==> src/rtl/spi_port_pkg.sv <==
// constants and types shared by the serial port and its helpers
// assumes a 100 MHz system clock and an apb master on the same clock
package spi_port_pkg;

    // system clock period
    localparam int CLK_PERIOD_NS = 10;

    // register byte addresses (one aligned 32-bit word each)
    localparam logic [31:0] ADDR_STATUS = 32'hffff_0a00;
    localparam logic [31:0] ADDR_RX = 32'hffff_0a04;
    localparam logic [31:0] ADDR_TX = 32'hffff_0a08;
    localparam logic [31:0] ADDR_DIV = 32'hffff_0a0c;
    localparam logic [31:0] ADDR_CON = 32'hffff_0a10;

    // reset values
    localparam logic [15:0] CON_RESET = 16'h0000;
    localparam logic [7:0] DIV_RESET = 8'h00;
    localparam logic [7:0] DATA_RESET = 8'h00;
    // writable control bits: 15..13 and 4 are reserved
    localparam logic [15:0] CON_WR_MASK = 16'h1fef;

    // control field positions
    localparam int CON_EN = 0;
    localparam int CON_MASTER = 1;
    localparam int CON_CPHA = 2;
    localparam int CON_CPOL = 3;
    localparam int CON_LSB = 5;
    localparam int CON_UNF_MODE = 7;
    localparam int CON_OVW = 8;
    localparam int CON_SS_OE = 9;
    localparam int CON_SLV_OE = 10;
    localparam int CON_LOOP = 11;
    localparam int CON_CONT = 12;

    // status field positions
    localparam int STA_TX_FULL = 0;
    localparam int STA_TX_IRQ = 1;
    localparam int STA_TX_UNF = 2;
    localparam int STA_RX_FULL = 3;
    localparam int STA_RX_IRQ = 4;
    localparam int STA_RX_OVF = 5;

    // highest core clock divider setting at which the port works
    localparam logic [2:0] CORE_DIV_MAX_OK = 3'h1;
    // eight bits give sixteen serial clock edges per byte
    localparam logic [3:0] LAST_EDGE = 4'hf;

    // gap between single-byte master transfers
    localparam int STALL_NS = 80;
    localparam int STALL_CYCLES = (STALL_NS + CLK_PERIOD_NS - 1) / CLK_PERIOD_NS;
    localparam logic [7:0] STALL_LAST = 8'(STALL_CYCLES - 1);

    // master sequencer
    typedef enum logic [1:0] {
        M_IDLE = 2'b00,
        M_SHIFT = 2'b01,
        M_STALL = 2'b11
    } xfer_state_t;

endpackage

==> src/rtl/spi_sync2.sv <==
// two-flop synchroniser for pin inputs
// assumes inputs are asynchronous levels; output lags by two clocks
`timescale 1ns/10ps
module spi_sync2 #(
    parameter int W = 4
) (
    input wire logic sys_clk_i,
    input wire logic rst_n_i,
    input wire logic [W-1:0] async_i,
    input wire logic [W-1:0] reset_val_i,
    output logic [W-1:0] sync_o
);
    typedef struct packed {
        logic [W-1:0] meta; // first stage, read only by the second
        logic [W-1:0] sync; // second stage
    } sync_state_t;

    sync_state_t q;
    sync_state_t s;

    // shift pin levels through both stages
    always_comb begin
        s = q;
        s.meta = async_i;
        s.sync = q.meta;
    end

    // reset loads the pin idle levels: no false edge
    always_ff @(posedge sys_clk_i) begin
        if (!rst_n_i) begin
            q <= {reset_val_i, reset_val_i};
        end else begin
            q <= s;
        end
    end

    assign sync_o = q.sync;
endmodule // spi_sync2

==> src/rtl/spi_baud_tick.sv <==
// half-period tick generator for master serial clock
// assumes div_i is stable while run_i is high
`timescale 1ns/10ps
module spi_baud_tick (
    input wire logic sys_clk_i,
    input wire logic rst_n_i,
    input wire logic run_i,
    input wire logic [7:0] div_i,
    output logic tick_o
);
    typedef struct packed {
        logic [7:0] cnt; // cycles into the current half period
        logic tick; // one-cycle pulse per half period
    } tick_state_t;

    tick_state_t q;
    tick_state_t s;

    // one tick every div+1 clocks, so a full clock is 2*(1+div)
    always_comb begin
        s = q;
        s.tick = 1'b0;
        if (!run_i) begin
            s.cnt = 8'h00; // restart so the first half period is full length
        end else if (q.cnt == div_i) begin
            s.cnt = 8'h00;
            s.tick = 1'b1;
        end else begin
            s.cnt = q.cnt + 8'h01;
        end
    end

    always_ff @(posedge sys_clk_i) begin
        if (!rst_n_i) begin
            q <= '0;
        end else begin
            q <= s;
        end
    end

    assign tick_o = q.tick;
endmodule // spi_baud_tick

==> src/rtl/spi_master_slave_port.sv <==
// byte-wide full-duplex serial port, master or slave, behind an apb slave
// assumes apb on sys_clk_i; serial pins are asynchronous and are synchronised here
//
// Our own choice: the APB register port.
`timescale 1ns/10ps
//
// Overview of operation
// - eight bits out and in simultaneously
// - works only at core divider 0 or 1
// - master: miso in, mosi out; slave reversed
// - one byte, msb first by default
// - one byte takes eight serial clocks
// - serial clock out in master, in in slave
// - master clock is base over 2*(1+div)
// - launch one edge, sample the other
// - slave transfer framed by low select input
// - continuous mode keeps select low while data
// - single mode: one byte, then a stall
// - loopback ties data out to data in
// - slave output enable gates miso drive
// - select pin driven only when enabled
// - 16-bit control, reset zero, top reserved
// - overwrite replaces unread data, else dropped
// - polarity selects idle level of clock
// - phase selects pulse at start or end
// - master bit picks mode, enable bit gates
module spi_master_slave_port (
    input wire logic sys_clk_i,
    input wire logic rst_n_i,
    input wire logic psel_i,
    input wire logic penable_i,
    input wire logic pwrite_i,
    input wire logic [31:0] paddr_i,
    input wire logic [31:0] pwdata_i,
    output logic [31:0] prdata_o,
    output logic pready_o,
    output logic pslverr_o,
    input wire logic [2:0] core_clk_div_i,
    input wire logic sclk_i,
    output logic sclk_o,
    output logic sclk_oe_o,
    input wire logic mosi_i,
    output logic mosi_o,
    output logic mosi_oe_o,
    input wire logic miso_i,
    output logic miso_o,
    output logic miso_oe_o,
    input wire logic ss_n_i,
    output logic ss_n_o,
    output logic ss_n_oe_o
);
    import spi_port_pkg::*;

    typedef struct packed {
        logic [15:0] con; // control register
        logic [7:0] div; // serial clock divider
        logic [7:0] tx; // transmit holding data
        logic [7:0] last_tx; // last byte sent, replayed on underflow
        logic tx_full; // transmit holding data valid
        logic tx_unf; // slave needed data and had none
        logic [7:0] rx; // receive holding data
        logic rx_full; // receive holding data valid
        logic rx_ovf; // a byte arrived while rx was unread
        xfer_state_t st; // master sequencer
        logic [7:0] shift; // shift register, msb goes out
        logic samp; // bit sampled, waits for the shift edge
        logic [3:0] edge_cnt; // serial clock edges into the byte
        logic [7:0] stall_cnt; // cycles into the stall gap
        logic sclk_prev; // last synchronised slave clock level
        logic ss_prev; // last synchronised select level
        logic [31:0] prdata;
        logic pready;
        logic pslverr;
        logic sclk;
        logic mosi;
        logic miso;
        logic ss_n;
        logic sclk_oe;
        logic mosi_oe;
        logic miso_oe;
        logic ss_oe;
    } port_state_t;

    port_state_t q; // registered state
    port_state_t s; // next state

    logic [3:0] pins_s; // synchronised sclk, mosi, miso, select
    logic sclk_s;
    logic mosi_s;
    logic miso_s;
    logic ss_s;
    logic tick; // master half-period pulse
    logic baud_run;

    // reverse bit order, used for lsb-first send and receive
    function automatic logic [7:0] bit_order(input logic [7:0] d, input logic lsb);
        logic [7:0] r;
        r = d;
        if (lsb) begin
            for (int i = 0; i < 8; i++) begin
                r[i] = d[7 - i];
            end
        end
        return r;
    endfunction

    // address decode: true for any mapped register
    function automatic logic addr_hit(input logic [31:0] a);
        return (a == ADDR_STATUS) || (a == ADDR_RX) || (a == ADDR_TX) ||
               (a == ADDR_DIV) || (a == ADDR_CON);
    endfunction

    // pins arrive from outside the clock domain
    spi_sync2 #(
        .W(4)
    ) u_sync (
        .sys_clk_i(sys_clk_i),
        .rst_n_i(rst_n_i),
        .async_i({sclk_i, mosi_i, miso_i, ss_n_i}),
        .reset_val_i(4'h1),
        .sync_o(pins_s)
    );

    assign sclk_s = pins_s[3];
    assign mosi_s = pins_s[2];
    assign miso_s = pins_s[1];
    assign ss_s = pins_s[0];

    // divider only runs while the master is shifting
    assign baud_run = (q.st == M_SHIFT);

    spi_baud_tick u_baud (
        .sys_clk_i(sys_clk_i),
        .rst_n_i(rst_n_i),
        .run_i(baud_run),
        .div_i(q.div),
        .tick_o(tick)
    );

    // whole next-state: bus, sequencer, shifter, pin drive
    always_comb begin
        logic functional;
        logic master;
        logic cpha;
        logic lsb;
        logic access;
        logic done;
        logic edge_ev;
        logic sample_in;
        logic byte_done;
        logic slave_start;
        logic load;
        logic [7:0] rx_byte;
        functional = 1'b0;
        master = 1'b0;
        cpha = 1'b0;
        lsb = 1'b0;
        access = 1'b0;
        done = 1'b0;
        edge_ev = 1'b0;
        sample_in = 1'b0;
        byte_done = 1'b0;
        slave_start = 1'b0;
        load = 1'b0;
        rx_byte = 8'h00;
        s = q;

        functional = q.con[CON_EN] && (core_clk_div_i <= CORE_DIV_MAX_OK);
        master = q.con[CON_MASTER];
        cpha = q.con[CON_CPHA];
        lsb = q.con[CON_LSB];

        // apb: ready one cycle into the access phase, effects at that edge
        access = psel_i && penable_i;
        done = access && q.pready;
        s.pready = access && !q.pready;
        s.pslverr = access && !q.pready && !addr_hit(paddr_i);
        s.prdata = 32'h0000_0000;
        if (access && !q.pready && !pwrite_i) begin
            unique case (paddr_i)
                ADDR_STATUS: begin
                    s.prdata[STA_TX_FULL] = q.tx_full;
                    s.prdata[STA_TX_IRQ] = !q.tx_full || q.tx_unf;
                    s.prdata[STA_TX_UNF] = q.tx_unf;
                    s.prdata[STA_RX_FULL] = q.rx_full;
                    s.prdata[STA_RX_IRQ] = q.rx_full || q.rx_ovf;
                    s.prdata[STA_RX_OVF] = q.rx_ovf;
                end
                ADDR_RX: s.prdata[7:0] = q.rx;
                ADDR_DIV: s.prdata[7:0] = q.div;
                ADDR_CON: s.prdata[15:0] = q.con;
                default: s.prdata = 32'h0000_0000; // tx is write-only, unmapped reads zero
            endcase
        end
        // reading rx clears its flags; a byte landing this cycle sets rx_full again below, rx_ovf stays clear
        if (done && !pwrite_i && (paddr_i == ADDR_RX)) begin
            s.rx_full = 1'b0;
            s.rx_ovf = 1'b0;
        end

        s.sclk_prev = sclk_s;
        s.ss_prev = ss_s;

        // serial clock edge: tick in master, pin transition in slave
        if (master) begin
            edge_ev = (q.st == M_SHIFT) && tick;
        end else begin
            edge_ev = functional && !ss_s && !q.ss_prev && (sclk_s != q.sclk_prev);
        end
        // data in: pins per mode, or own data out in loopback
        if (q.con[CON_LOOP]) begin
            sample_in = master ? q.mosi : q.miso;
        end else begin
            sample_in = master ? miso_s : mosi_s;
        end

        // sample on one edge, shift on the other; phase picks which
        if (edge_ev) begin
            if (master) begin
                s.sclk = !q.sclk;
            end
            if (q.edge_cnt[0] == cpha) begin
                s.samp = sample_in;
            end else if (!(cpha && (q.edge_cnt == 4'h0))) begin
                s.shift = {q.shift[6:0], q.samp};
            end
            s.edge_cnt = q.edge_cnt + 4'h1;
            byte_done = (q.edge_cnt == LAST_EDGE);
        end

        // store a finished byte, honouring overwrite mode
        if (byte_done) begin
            rx_byte = cpha ? {s.shift[6:0], s.samp} : s.shift;
            if (!s.rx_full || q.con[CON_OVW]) begin
                s.rx = bit_order(rx_byte, lsb);
            end
            if (s.rx_full) begin
                s.rx_ovf = 1'b1;
            end
            s.rx_full = 1'b1;
            s.edge_cnt = 4'h0;
        end

        // slave framing: select fall starts, select high discards the partial byte
        slave_start = functional && !master && !ss_s && q.ss_prev;
        if (!master && ss_s) begin
            s.edge_cnt = 4'h0;
        end
        if (!master && (slave_start || (byte_done && !ss_s))) begin
            load = 1'b1;
        end

        // master sequencer
        unique case (q.st)
            M_IDLE: begin
                s.sclk = q.con[CON_CPOL];
                s.ss_n = 1'b1;
                if (functional && master && q.tx_full) begin
                    load = 1'b1;
                    s.st = M_SHIFT;
                    s.ss_n = 1'b0;
                    s.edge_cnt = 4'h0;
                end
            end
            M_SHIFT: begin
                if (byte_done) begin
                    if (q.con[CON_CONT] && q.tx_full) begin
                        load = 1'b1;
                    end else if (q.con[CON_CONT]) begin
                        s.st = M_IDLE;
                        s.ss_n = 1'b1;
                    end else begin
                        s.st = M_STALL;
                        s.ss_n = 1'b1;
                        s.stall_cnt = 8'h00;
                    end
                end
            end
            M_STALL: begin
                s.stall_cnt = q.stall_cnt + 8'h01;
                if (q.stall_cnt == STALL_LAST) begin
                    s.st = M_IDLE;
                end
            end
            default: s.st = M_IDLE;
        endcase
        // leaving master mode or losing enable aborts a byte
        if (!(functional && master) && (q.st != M_IDLE)) begin
            s.st = M_IDLE;
            s.ss_n = 1'b1;
            s.sclk = q.con[CON_CPOL];
            s.edge_cnt = 4'h0;
        end

        // next byte into the shifter; underflow replays or sends zero
        if (load) begin
            if (q.tx_full) begin
                s.shift = bit_order(q.tx, lsb);
                s.last_tx = q.tx;
                s.tx_full = 1'b0;
            end else begin
                s.shift = bit_order(q.con[CON_UNF_MODE] ? q.last_tx : DATA_RESET, lsb);
                s.tx_unf = 1'b1;
            end
        end

        // bus writes last, so a write in the load cycle is kept
        if (done && pwrite_i) begin
            unique case (paddr_i)
                ADDR_CON: s.con = pwdata_i[15:0] & CON_WR_MASK;
                ADDR_DIV: s.div = pwdata_i[7:0];
                ADDR_TX: begin
                    s.tx = pwdata_i[7:0];
                    s.tx_full = 1'b1;
                    s.tx_unf = load && !q.tx_full; // underflow set wins
                end
                default: s.tx_unf = s.tx_unf; // read-only or unmapped: ignored
            endcase
        end

        // pin drive; data lines follow the shifter msb
        s.mosi = s.shift[7];
        s.miso = s.shift[7];
        s.sclk_oe = functional && master;
        s.mosi_oe = functional && master;
        s.ss_oe = functional && master && q.con[CON_SS_OE];
        s.miso_oe = functional && !master && q.con[CON_SLV_OE] && !ss_s;
    end

    // single register for all state; synchronous reset
    always_ff @(posedge sys_clk_i) begin
        if (!rst_n_i) begin
            q <= '0;
            q.con <= CON_RESET;
            q.div <= DIV_RESET;
            q.ss_n <= 1'b1;
            q.sclk_prev <= 1'b0;
            q.ss_prev <= 1'b1;
        end else begin
            q <= s;
        end
    end

    assign prdata_o = q.prdata;
    assign pready_o = q.pready;
    assign pslverr_o = q.pslverr;
    assign sclk_o = q.sclk;
    assign sclk_oe_o = q.sclk_oe;
    assign mosi_o = q.mosi;
    assign mosi_oe_o = q.mosi_oe;
    assign miso_o = q.miso;
    assign miso_oe_o = q.miso_oe;
    assign ss_n_o = q.ss_n;
    assign ss_n_oe_o = q.ss_oe;
endmodule // spi_master_slave_port

==> config.mk <==
export PLATFORM = sky130hd
export DESIGN_NAME = spi_master_slave_port
export DESIGN_NICKNAME = d
export VERILOG_FILES = /design/src/rtl/spi_port_pkg.sv /design/src/rtl/spi_sync2.sv /design/src/rtl/spi_baud_tick.sv /design/src/rtl/spi_master_slave_port.sv
export SDC_FILE = /design/constraint.sdc
export NUM_CORES = 1
export LEC_CHECK = 0
export BUFFER_PORTS_ARGS = -buffer_cell sky130_fd_sc_hd__clkbuf_2
export CORE_ASPECT_RATIO = 0.9
export CORE_MARGIN = 2
export CORE_UTILIZATION = 35
export CTS_CLUSTER_SIZE = 40
export DETAILED_ROUTE_END_ITERATION = 8
export PLACE_DENSITY = 0.57
export RECOVER_POWER = 50
export SKIP_LAST_GASP = 1
export SLEW_MARGIN = 20
export SYNTH_ARGS = -nofsm -noshare
export SYNTH_HDL_FRONTEND = slang
export SYNTH_SLANG_ARGS = --single-unit
==> constraint.sdc <==
create_clock -name sys_clk_i -period 7.1 [get_ports sys_clk_i]
set_clock_uncertainty 0.2 [all_clocks]
set_input_delay 1.42 -clock sys_clk_i [delete_from_list [all_inputs] [get_ports sys_clk_i]]
set_output_delay 1.42 -clock sys_clk_i [all_outputs]
set_load 0.1 [all_outputs]
# Word level (Yosys, flattened, before mapping)
# Cells that the tools add are included.
[totals]
regBits = 127
inputBits = 76
output_inout_bits = 42
[classes]
add_sub_neg = 3
n_lt_le_gt_ge = 1
n_eq_ne = 17
n_mux = 53
n_bitwise = 2
reduce_logical = 67
[ops]
columns = ["cell", "n"]
rows = [
  ["32-bit equality test, second input constant", 5],
  ["8-bit 2-to-1 mux", 12],
  ["1-bit logical AND", 28],
  ["6-bit one-hot mux with 4 select lines", 1],
  ["1-bit 2-to-1 mux", 21],
  ["2-bit 2-to-1 mux", 9],
  ["8-bit by 1-bit adder with 8-bit output, second input constant", 2],
  ["4-bit 2-to-1 mux", 4],
  ["8-bit one-hot mux with 2 select lines", 1],
  ["2-bit AND reduction", 8],
  ["13-bit 2-to-1 mux", 1],
  ["2-bit one-hot mux with 3 select lines", 2],
  ["1-bit zero test", 10],
  ["2-bit inequality test, second input constant", 5],
  ["8-bit by 3-bit equality test with 1-bit output, second input constant", 1],
  ["8-bit equality test", 1],
  ["1-bit logical OR", 8],
  ["4-bit AND reduction", 2],
  ["3-bit AND reduction", 2],
  ["2-bit nonzero test", 3],
  ["3-bit nonzero test", 2],
  ["4-bit by 1-bit adder with 4-bit output, second input constant", 1],
  ["4-bit equality test, second input constant", 1],
  ["4-bit zero test", 1],
  ["other kinds (10)", 12],
]

# Depth between registers and ports, before layout
[logic_depth]
word_depth = 17
depth_mapped = 9

# Modules after synthesis
# A second synthesis with hierarchy kept.
[unflattened]
hier_cells = 605
area_unflattened_um2 = 5639.2
[modules_own_cells]
columns = ["module", "instances", "cells_per_inst", "area_per_inst_um2"]
rows = [
  ["spi_master_slave_port", 1, 537, 4832.1],
  ["spi_baud_tick", 1, 47, 485.5],
  ["spi_sync2", 1, 21, 321.6],
]

# Least setup slack after synthesis
# No wires, ideal clock.
[synth_timing]
path_kind = "input to register"
start = "in core_clk_div_i[1]"
end = "reg q[76] (netlist bit)"
setup_ps = 126
t_arrival_ps = 3256
path_slack_ps = 3518
path_stages = 8
path_buffers = 2
cell_sequence = "or3b_1 buf_6 or4_1 clkbuf_1 or4_1 o41ai_1 or4_1 a31oi_1"
[synth_via]
elab_chain_cells = 9
[synth_lines]
columns = ["item", "line", "text"]
rows = [
  ["from (decl)", "spi_master_slave_port.sv:38", "input wire logic [2:0] core_clk_div_i,"],
  ["3-bit by 1-bit <= comparator with 1-bit output *", "spi_master_slave_port.sv:168", "functional = q.con[CON_EN] && (core_clk_div_i <= CORE_DIV_MAX_OK);"],
  ["1-bit logical AND *", "spi_master_slave_port.sv:168", ""],
  ["1-bit logical AND * (3 in series)", "spi_master_slave_port.sv:208", "edge_ev = functional && !ss_s && !q.ss_prev && (sclk_s != q.sclk_prev);"],
  ["1-bit 2-to-1 mux *", "spi_master_slave_port.sv:205", "if (master) begin"],
  ["13-bit 2-to-1 mux", "spi_master_slave_port.sv:218", "if (edge_ev) begin"],
  ["8-bit 2-to-1 mux", "spi_master_slave_port.sv:233", "rx_byte = cpha ? {s.shift[6:0], s.samp} : s.shift;"],
  ["8-bit 2-to-1 mux", "spi_master_slave_port.sv:99", "if (lsb) begin"],
  ["to (signal assigned)", "spi_master_slave_port.sv:340", "q <= s;"],
  ["to (decl)", "spi_master_slave_port.sv:84", "port_state_t q;"],
]
# Mark *: on every way between the ends. The rest lies on a longest branch, timed or not.
# A chain may end at the register's enable or synchronous reset.

==> results by stage <==
Pwr:
- The fraction of power consumed by combinational cells is 7.5%.
- The sequential group share of total power is between 50% and 60%.
- The switching portion of total power is between 20% and 30%.
- The clock network is responsible for between 40 and 50% of the overall power.
- The highest ir drop seen on vdd is roughly 0.15 mV.
- The net switching power is slightly below 300 uW.
- The internal portion of the total power is 909 uW.
- For this design the static power due to leakage is around 0.0022 uW.
- The total power per unit cell area is around 190 nW/um2.

STA:
- The number of slew-limit violations in the final report is 43.
- The worst relative slew slack is -23.1%.
- The final number of hold-violating endpoints is 0.
- The fraction of the cycle the final worst path needs is about two thirds.
- The post-layout minimum cycle time is 4.72 ns.
- The transition time at the pin with the least slew margin is approximately 1.8 ns.
- For this run, the top clock speed supported by timing is 0.212 GHz.
- Setup repair after global routing left no endpoint under its margin.
- Setup total negative slack on the finished layout was measured at 0 ns.
- The number of failing setup endpoints in the final timing report is 0.

Worst setup path:
- The worst setup path is captured at a flop.
- Following the worst setup path forward leads to its endpoint at q[60].
- The worst register-to-register path ends at q[72].
- The type of the worst setup path is in -> reg.
- The launch point of the critical path is rst_n_i.
- The worst register-to-register path begins at q[104].
- Data on the critical path is required at its endpoint by 7.17 ns.
- Across all register-to-register paths, the minimum setup slack is about 4 ns.
- STA classifies the critical path startpoint as an input port.
- For the worst setup path, the data arrival time is 4.79 ns.
- The depth of the worst register-to-register path is 6.
- Along the worst path, the maximum fanout reaches 42.

Global routing:
- The met1 capacity usage during global routing is about a quarter.
- The number of global-route vias before repair was about 4.7k.
- The met2 usage in global routing is about a quarter.
- Global routing used approximately 3.7% of the available met3 tracks.
- The initial antenna violation count is 0.
- After global routing, the most crowded layer is met2.
- The global route total overflow is 0.
- The combined global-route utilization of all metal layers is around 17%.
- The largest net degree at the start of global routing is 43.
- The global-route wire length before repair is 24.6 mm.

Route:
- After the first detailed-routing iteration, the DRC count stood at 338.
- The number of vias in the routed layout is 4,985.
- In the final routed layout, each cell accounts on average for 16.7 um.
- In the routed layout, each cell is associated on average with a via count of 5.40.
- The detail route stage leaves a number of antenna-violating nets equal to 0.
- The number of DRC violations after detailed routing is 0.
- The sum of routed wire length over all layers is about 15 mm.
- The number of detailed-route iterations in the first pass is 4.

Clocking:
- Clock-pin slew was measured on the worst setup and hold paths at 0.07 ns.
- TritonCTS built the clock tree.
- The buffer levels on the longest clock path is 2.
- The tree is rooted in a sky130_fd_sc_hd__clkbuf_16.
- The number of setup buffers added after CTS is 0.
- The level count of the clock H-tree is 3.
- The clock latency of the later-clocked register in the worst-skew pair is 0.35 ns.
- The count of clock tree sinks is 110.
- For this design, the CTS-stage hold fixing added 0 buffers.
- Counting the buffers created by CTS gives 9.
- The number of gates resized after cts is 0.

Die:
- The floorplan has 44 rows.
- The floorplan step set the die height to 126 um.
- Once the floorplan was initialized, standard cells occupied between 30% and 40% of the core.
- The area of the die is 17,600 um2.
- The number of top-level design ports is between 100 and 150.
- From left edge to right edge, the die measures 140 um.
- The region available for standard cell placement spans about 16,000 um2.

Yosys:
- In this run the cell area of the synthesized design comes to ~5800 um2.
- The synthesized netlist contains 75 unique library cells.
- The sequential-to-total area share from yosys stat is 37.9%.
- The most repeated cell in the gate-level netlist after synthesis is sky130_fd_sc_hd__dfxtp_1.
- The number of enable-type register cells in the synthesized netlist is 0.
- The top cell type's share of synthesized area is 37.9%.
- The average instance area after synthesis is 8.66 um2.
- The number of storage elements in the synthesis netlist is 110.
- The count of warnings emitted by yosys is 0.
- The most frequently used flop master after synthesis is sky130_fd_sc_hd__dfxtp_1.
- In the synthesized netlist, the number of instances is 670.
- sky130_fd_sc_hd__dfxtp_1 takes more of the synthesized area than any other cell.
- The commonest cells after synthesis are 110 x sky130_fd_sc_hd__dfxtp_1, 72 x sky130_fd_sc_hd__nor2_1, 54 x sky130_fd_sc_hd__nand2_1.
- The share of async-settable or async-resettable flops after synthesis is 0%.
- Sorting the synthesized cells by area gives the leading types as sky130_fd_sc_hd__dfxtp_1 38%, sky130_fd_sc_hd__mux2i_1 9.0%, sky130_fd_sc_hd__nor2_1 4.7%.

Status:
- The checks that failed: max-capacitance violations, max-slew violations.
- The run finished, with violations left.

Cells and area:
- In the final layout, the share of cells above drive strength 1 is approximately an eighth.
- With fillers left out, the area of the finished cells amounts to ~6300 um2.
- The repair_antennas step left the layout with diodes totalling 0.
- The filler cells instantiated in the layout total between 1.5k and 2k.
- From synthesis to final layout, the design area changed by 9.38%.
- The number of nets at the end of the flow is around 790.

Placed design:
- The post-detailed-placement half-perimeter wirelength is around 12 mm.
- The count of buffers from port buffering is 78.
- The final RePlAce weighted congestion is about 0.92.
- Summing all placed instances gives a cell area of ~6000 um2.

Worst hold path:
- The path class of the tightest hold or removal check is reg -> reg.

Flow run:
- The tool flagged a number of max-cap violations equal to 1.
per-stage QoR:
stage	power (uW)	utilization, %	std cells	hold WS (ns)	setup slack [ns]
4_1_cts	1220	39.4	923	0.216	3.20
2_1_floorplan	709	-	688	0.186	3.52
5_1_grt	1250	39.2	923	0.248	2.04
6_report	1210	39.2	923	0.210	2.38
3_5_place_dp	726	37.7	908	0.199	2.82
3_3_place_gp	725	37.7	908	0.201	2.88
flip-flops by register name, indices dropped and copies added, names as in the netlist, 4 cells and up:
register,cells
u_sync.sync_o,4
u_baud.q,8
prdata_o,13
u_sync.q,4
q,73
critical path, cell delays in order:
cell,delay [ns]
sky130_fd_sc_hd__clkbuf_1,1.30
sky130_fd_sc_hd__inv_1,0.57
sky130_fd_sc_hd__clkbuf_1,0.69
sky130_fd_sc_hd__a211o_1,0.59
sky130_fd_sc_hd__o21ai_0,0.20
worst min path at each step:
| stage | from | end | cells after the start |
|---|---|---|---|
| global placement | u_sync.q[4] | u_sync.sync_o[0] | 1 |
| detailed placement | u_sync.q[4] | u_sync.sync_o[0] | 1 |
| floorplan | u_sync.q[4] | u_sync.sync_o[0] | 1 |
| CTS | u_sync.q[4] | u_sync.sync_o[0] | 1 |
| finish | u_sync.q[4] | u_sync.sync_o[0] | 1 |
| global route | u_sync.q[4] | u_sync.sync_o[0] | 1 |
logic make-up after synthesis:
kind of cell             count (synthesis)  share of synthesized area (%)
AND/OR/NAND/NOR                        254                           22.6
AO/OA/AOI/OAI                          133                           16.3
multiplexers                            55                           9.55
XOR/XNOR                                23                           3.47
flip-flops                             110                           37.9
other                                    1                         0.0646
adder cells (fa/ha/maj)                  4                          0.862
buffers and inverters                   90                           9.14
power by group through the flow:
stage	registers [uW]	logic [uW]	clock network (uW)
finish	621	91.0	495
detailed placement	635	91.1	0
floorplan	638	70.8	0
global route	621	95.7	531
CTS	621	91.2	506
global placement	635	90.2	0
cell usage in the layout (no fill, tap or decap), types with 5 or more instances in the layout:
cell type / synthesis / layout
sky130_fd_sc_hd__a21oi_1: 35 / 35
sky130_fd_sc_hd__a22oi_1: 5 / 5
sky130_fd_sc_hd__a31oi_1: 13 / 13
sky130_fd_sc_hd__and2_0: 0 / 5
sky130_fd_sc_hd__and3_1: 6 / 6
sky130_fd_sc_hd__clkbuf_1: 21 / 28
sky130_fd_sc_hd__clkbuf_16: 0 / 9
sky130_fd_sc_hd__clkbuf_2: 0 / 54
sky130_fd_sc_hd__conb_1: 1 / 19
sky130_fd_sc_hd__dfxtp_1: 110 / 110
sky130_fd_sc_hd__inv_1: 21 / 21
sky130_fd_sc_hd__mux2i_1: 52 / 52
sky130_fd_sc_hd__nand2_1: 54 / 54
sky130_fd_sc_hd__nand2b_1: 5 / 5
sky130_fd_sc_hd__nand3_1: 18 / 18
sky130_fd_sc_hd__nand4_1: 8 / 8
sky130_fd_sc_hd__nor2_1: 72 / 72
sky130_fd_sc_hd__nor3_1: 19 / 19
sky130_fd_sc_hd__nor4_1: 14 / 14
sky130_fd_sc_hd__o2111ai_1: 6 / 6
sky130_fd_sc_hd__o21ai_0: 23 / 23
sky130_fd_sc_hd__o21ai_1: 6 / 6
sky130_fd_sc_hd__o22a_1: 8 / 8
sky130_fd_sc_hd__or3_1: 11 / 11
sky130_fd_sc_hd__or4_1: 11 / 11
sky130_fd_sc_hd__xnor2_1: 7 / 7
sky130_fd_sc_hd__xor2_1: 16 / 16
routing by layer:
metal / part of all wire (%) / wire [um]
met1: 49 / 7620
met3: 5.1 / 787
met5: 0 / 0
met2: 44 / 6800
met4: 1.6 / 244
final cells by class:
type | instances | area [um2] | area share (%)
clock buffers | 12 | 236 | 3.73
clock inverters | 3 | 46.3 | 0.729
inverters | 21 | 78.8 | 1.24
multi-input cells | 488 | 3140 | 49.4
repair buffers | 82 | 387 | 6.09
well taps | 207 | 259 | 4.08
flip-flops and latches | 110 | 2200 | 34.7
(Power assumes the default switching activity.)
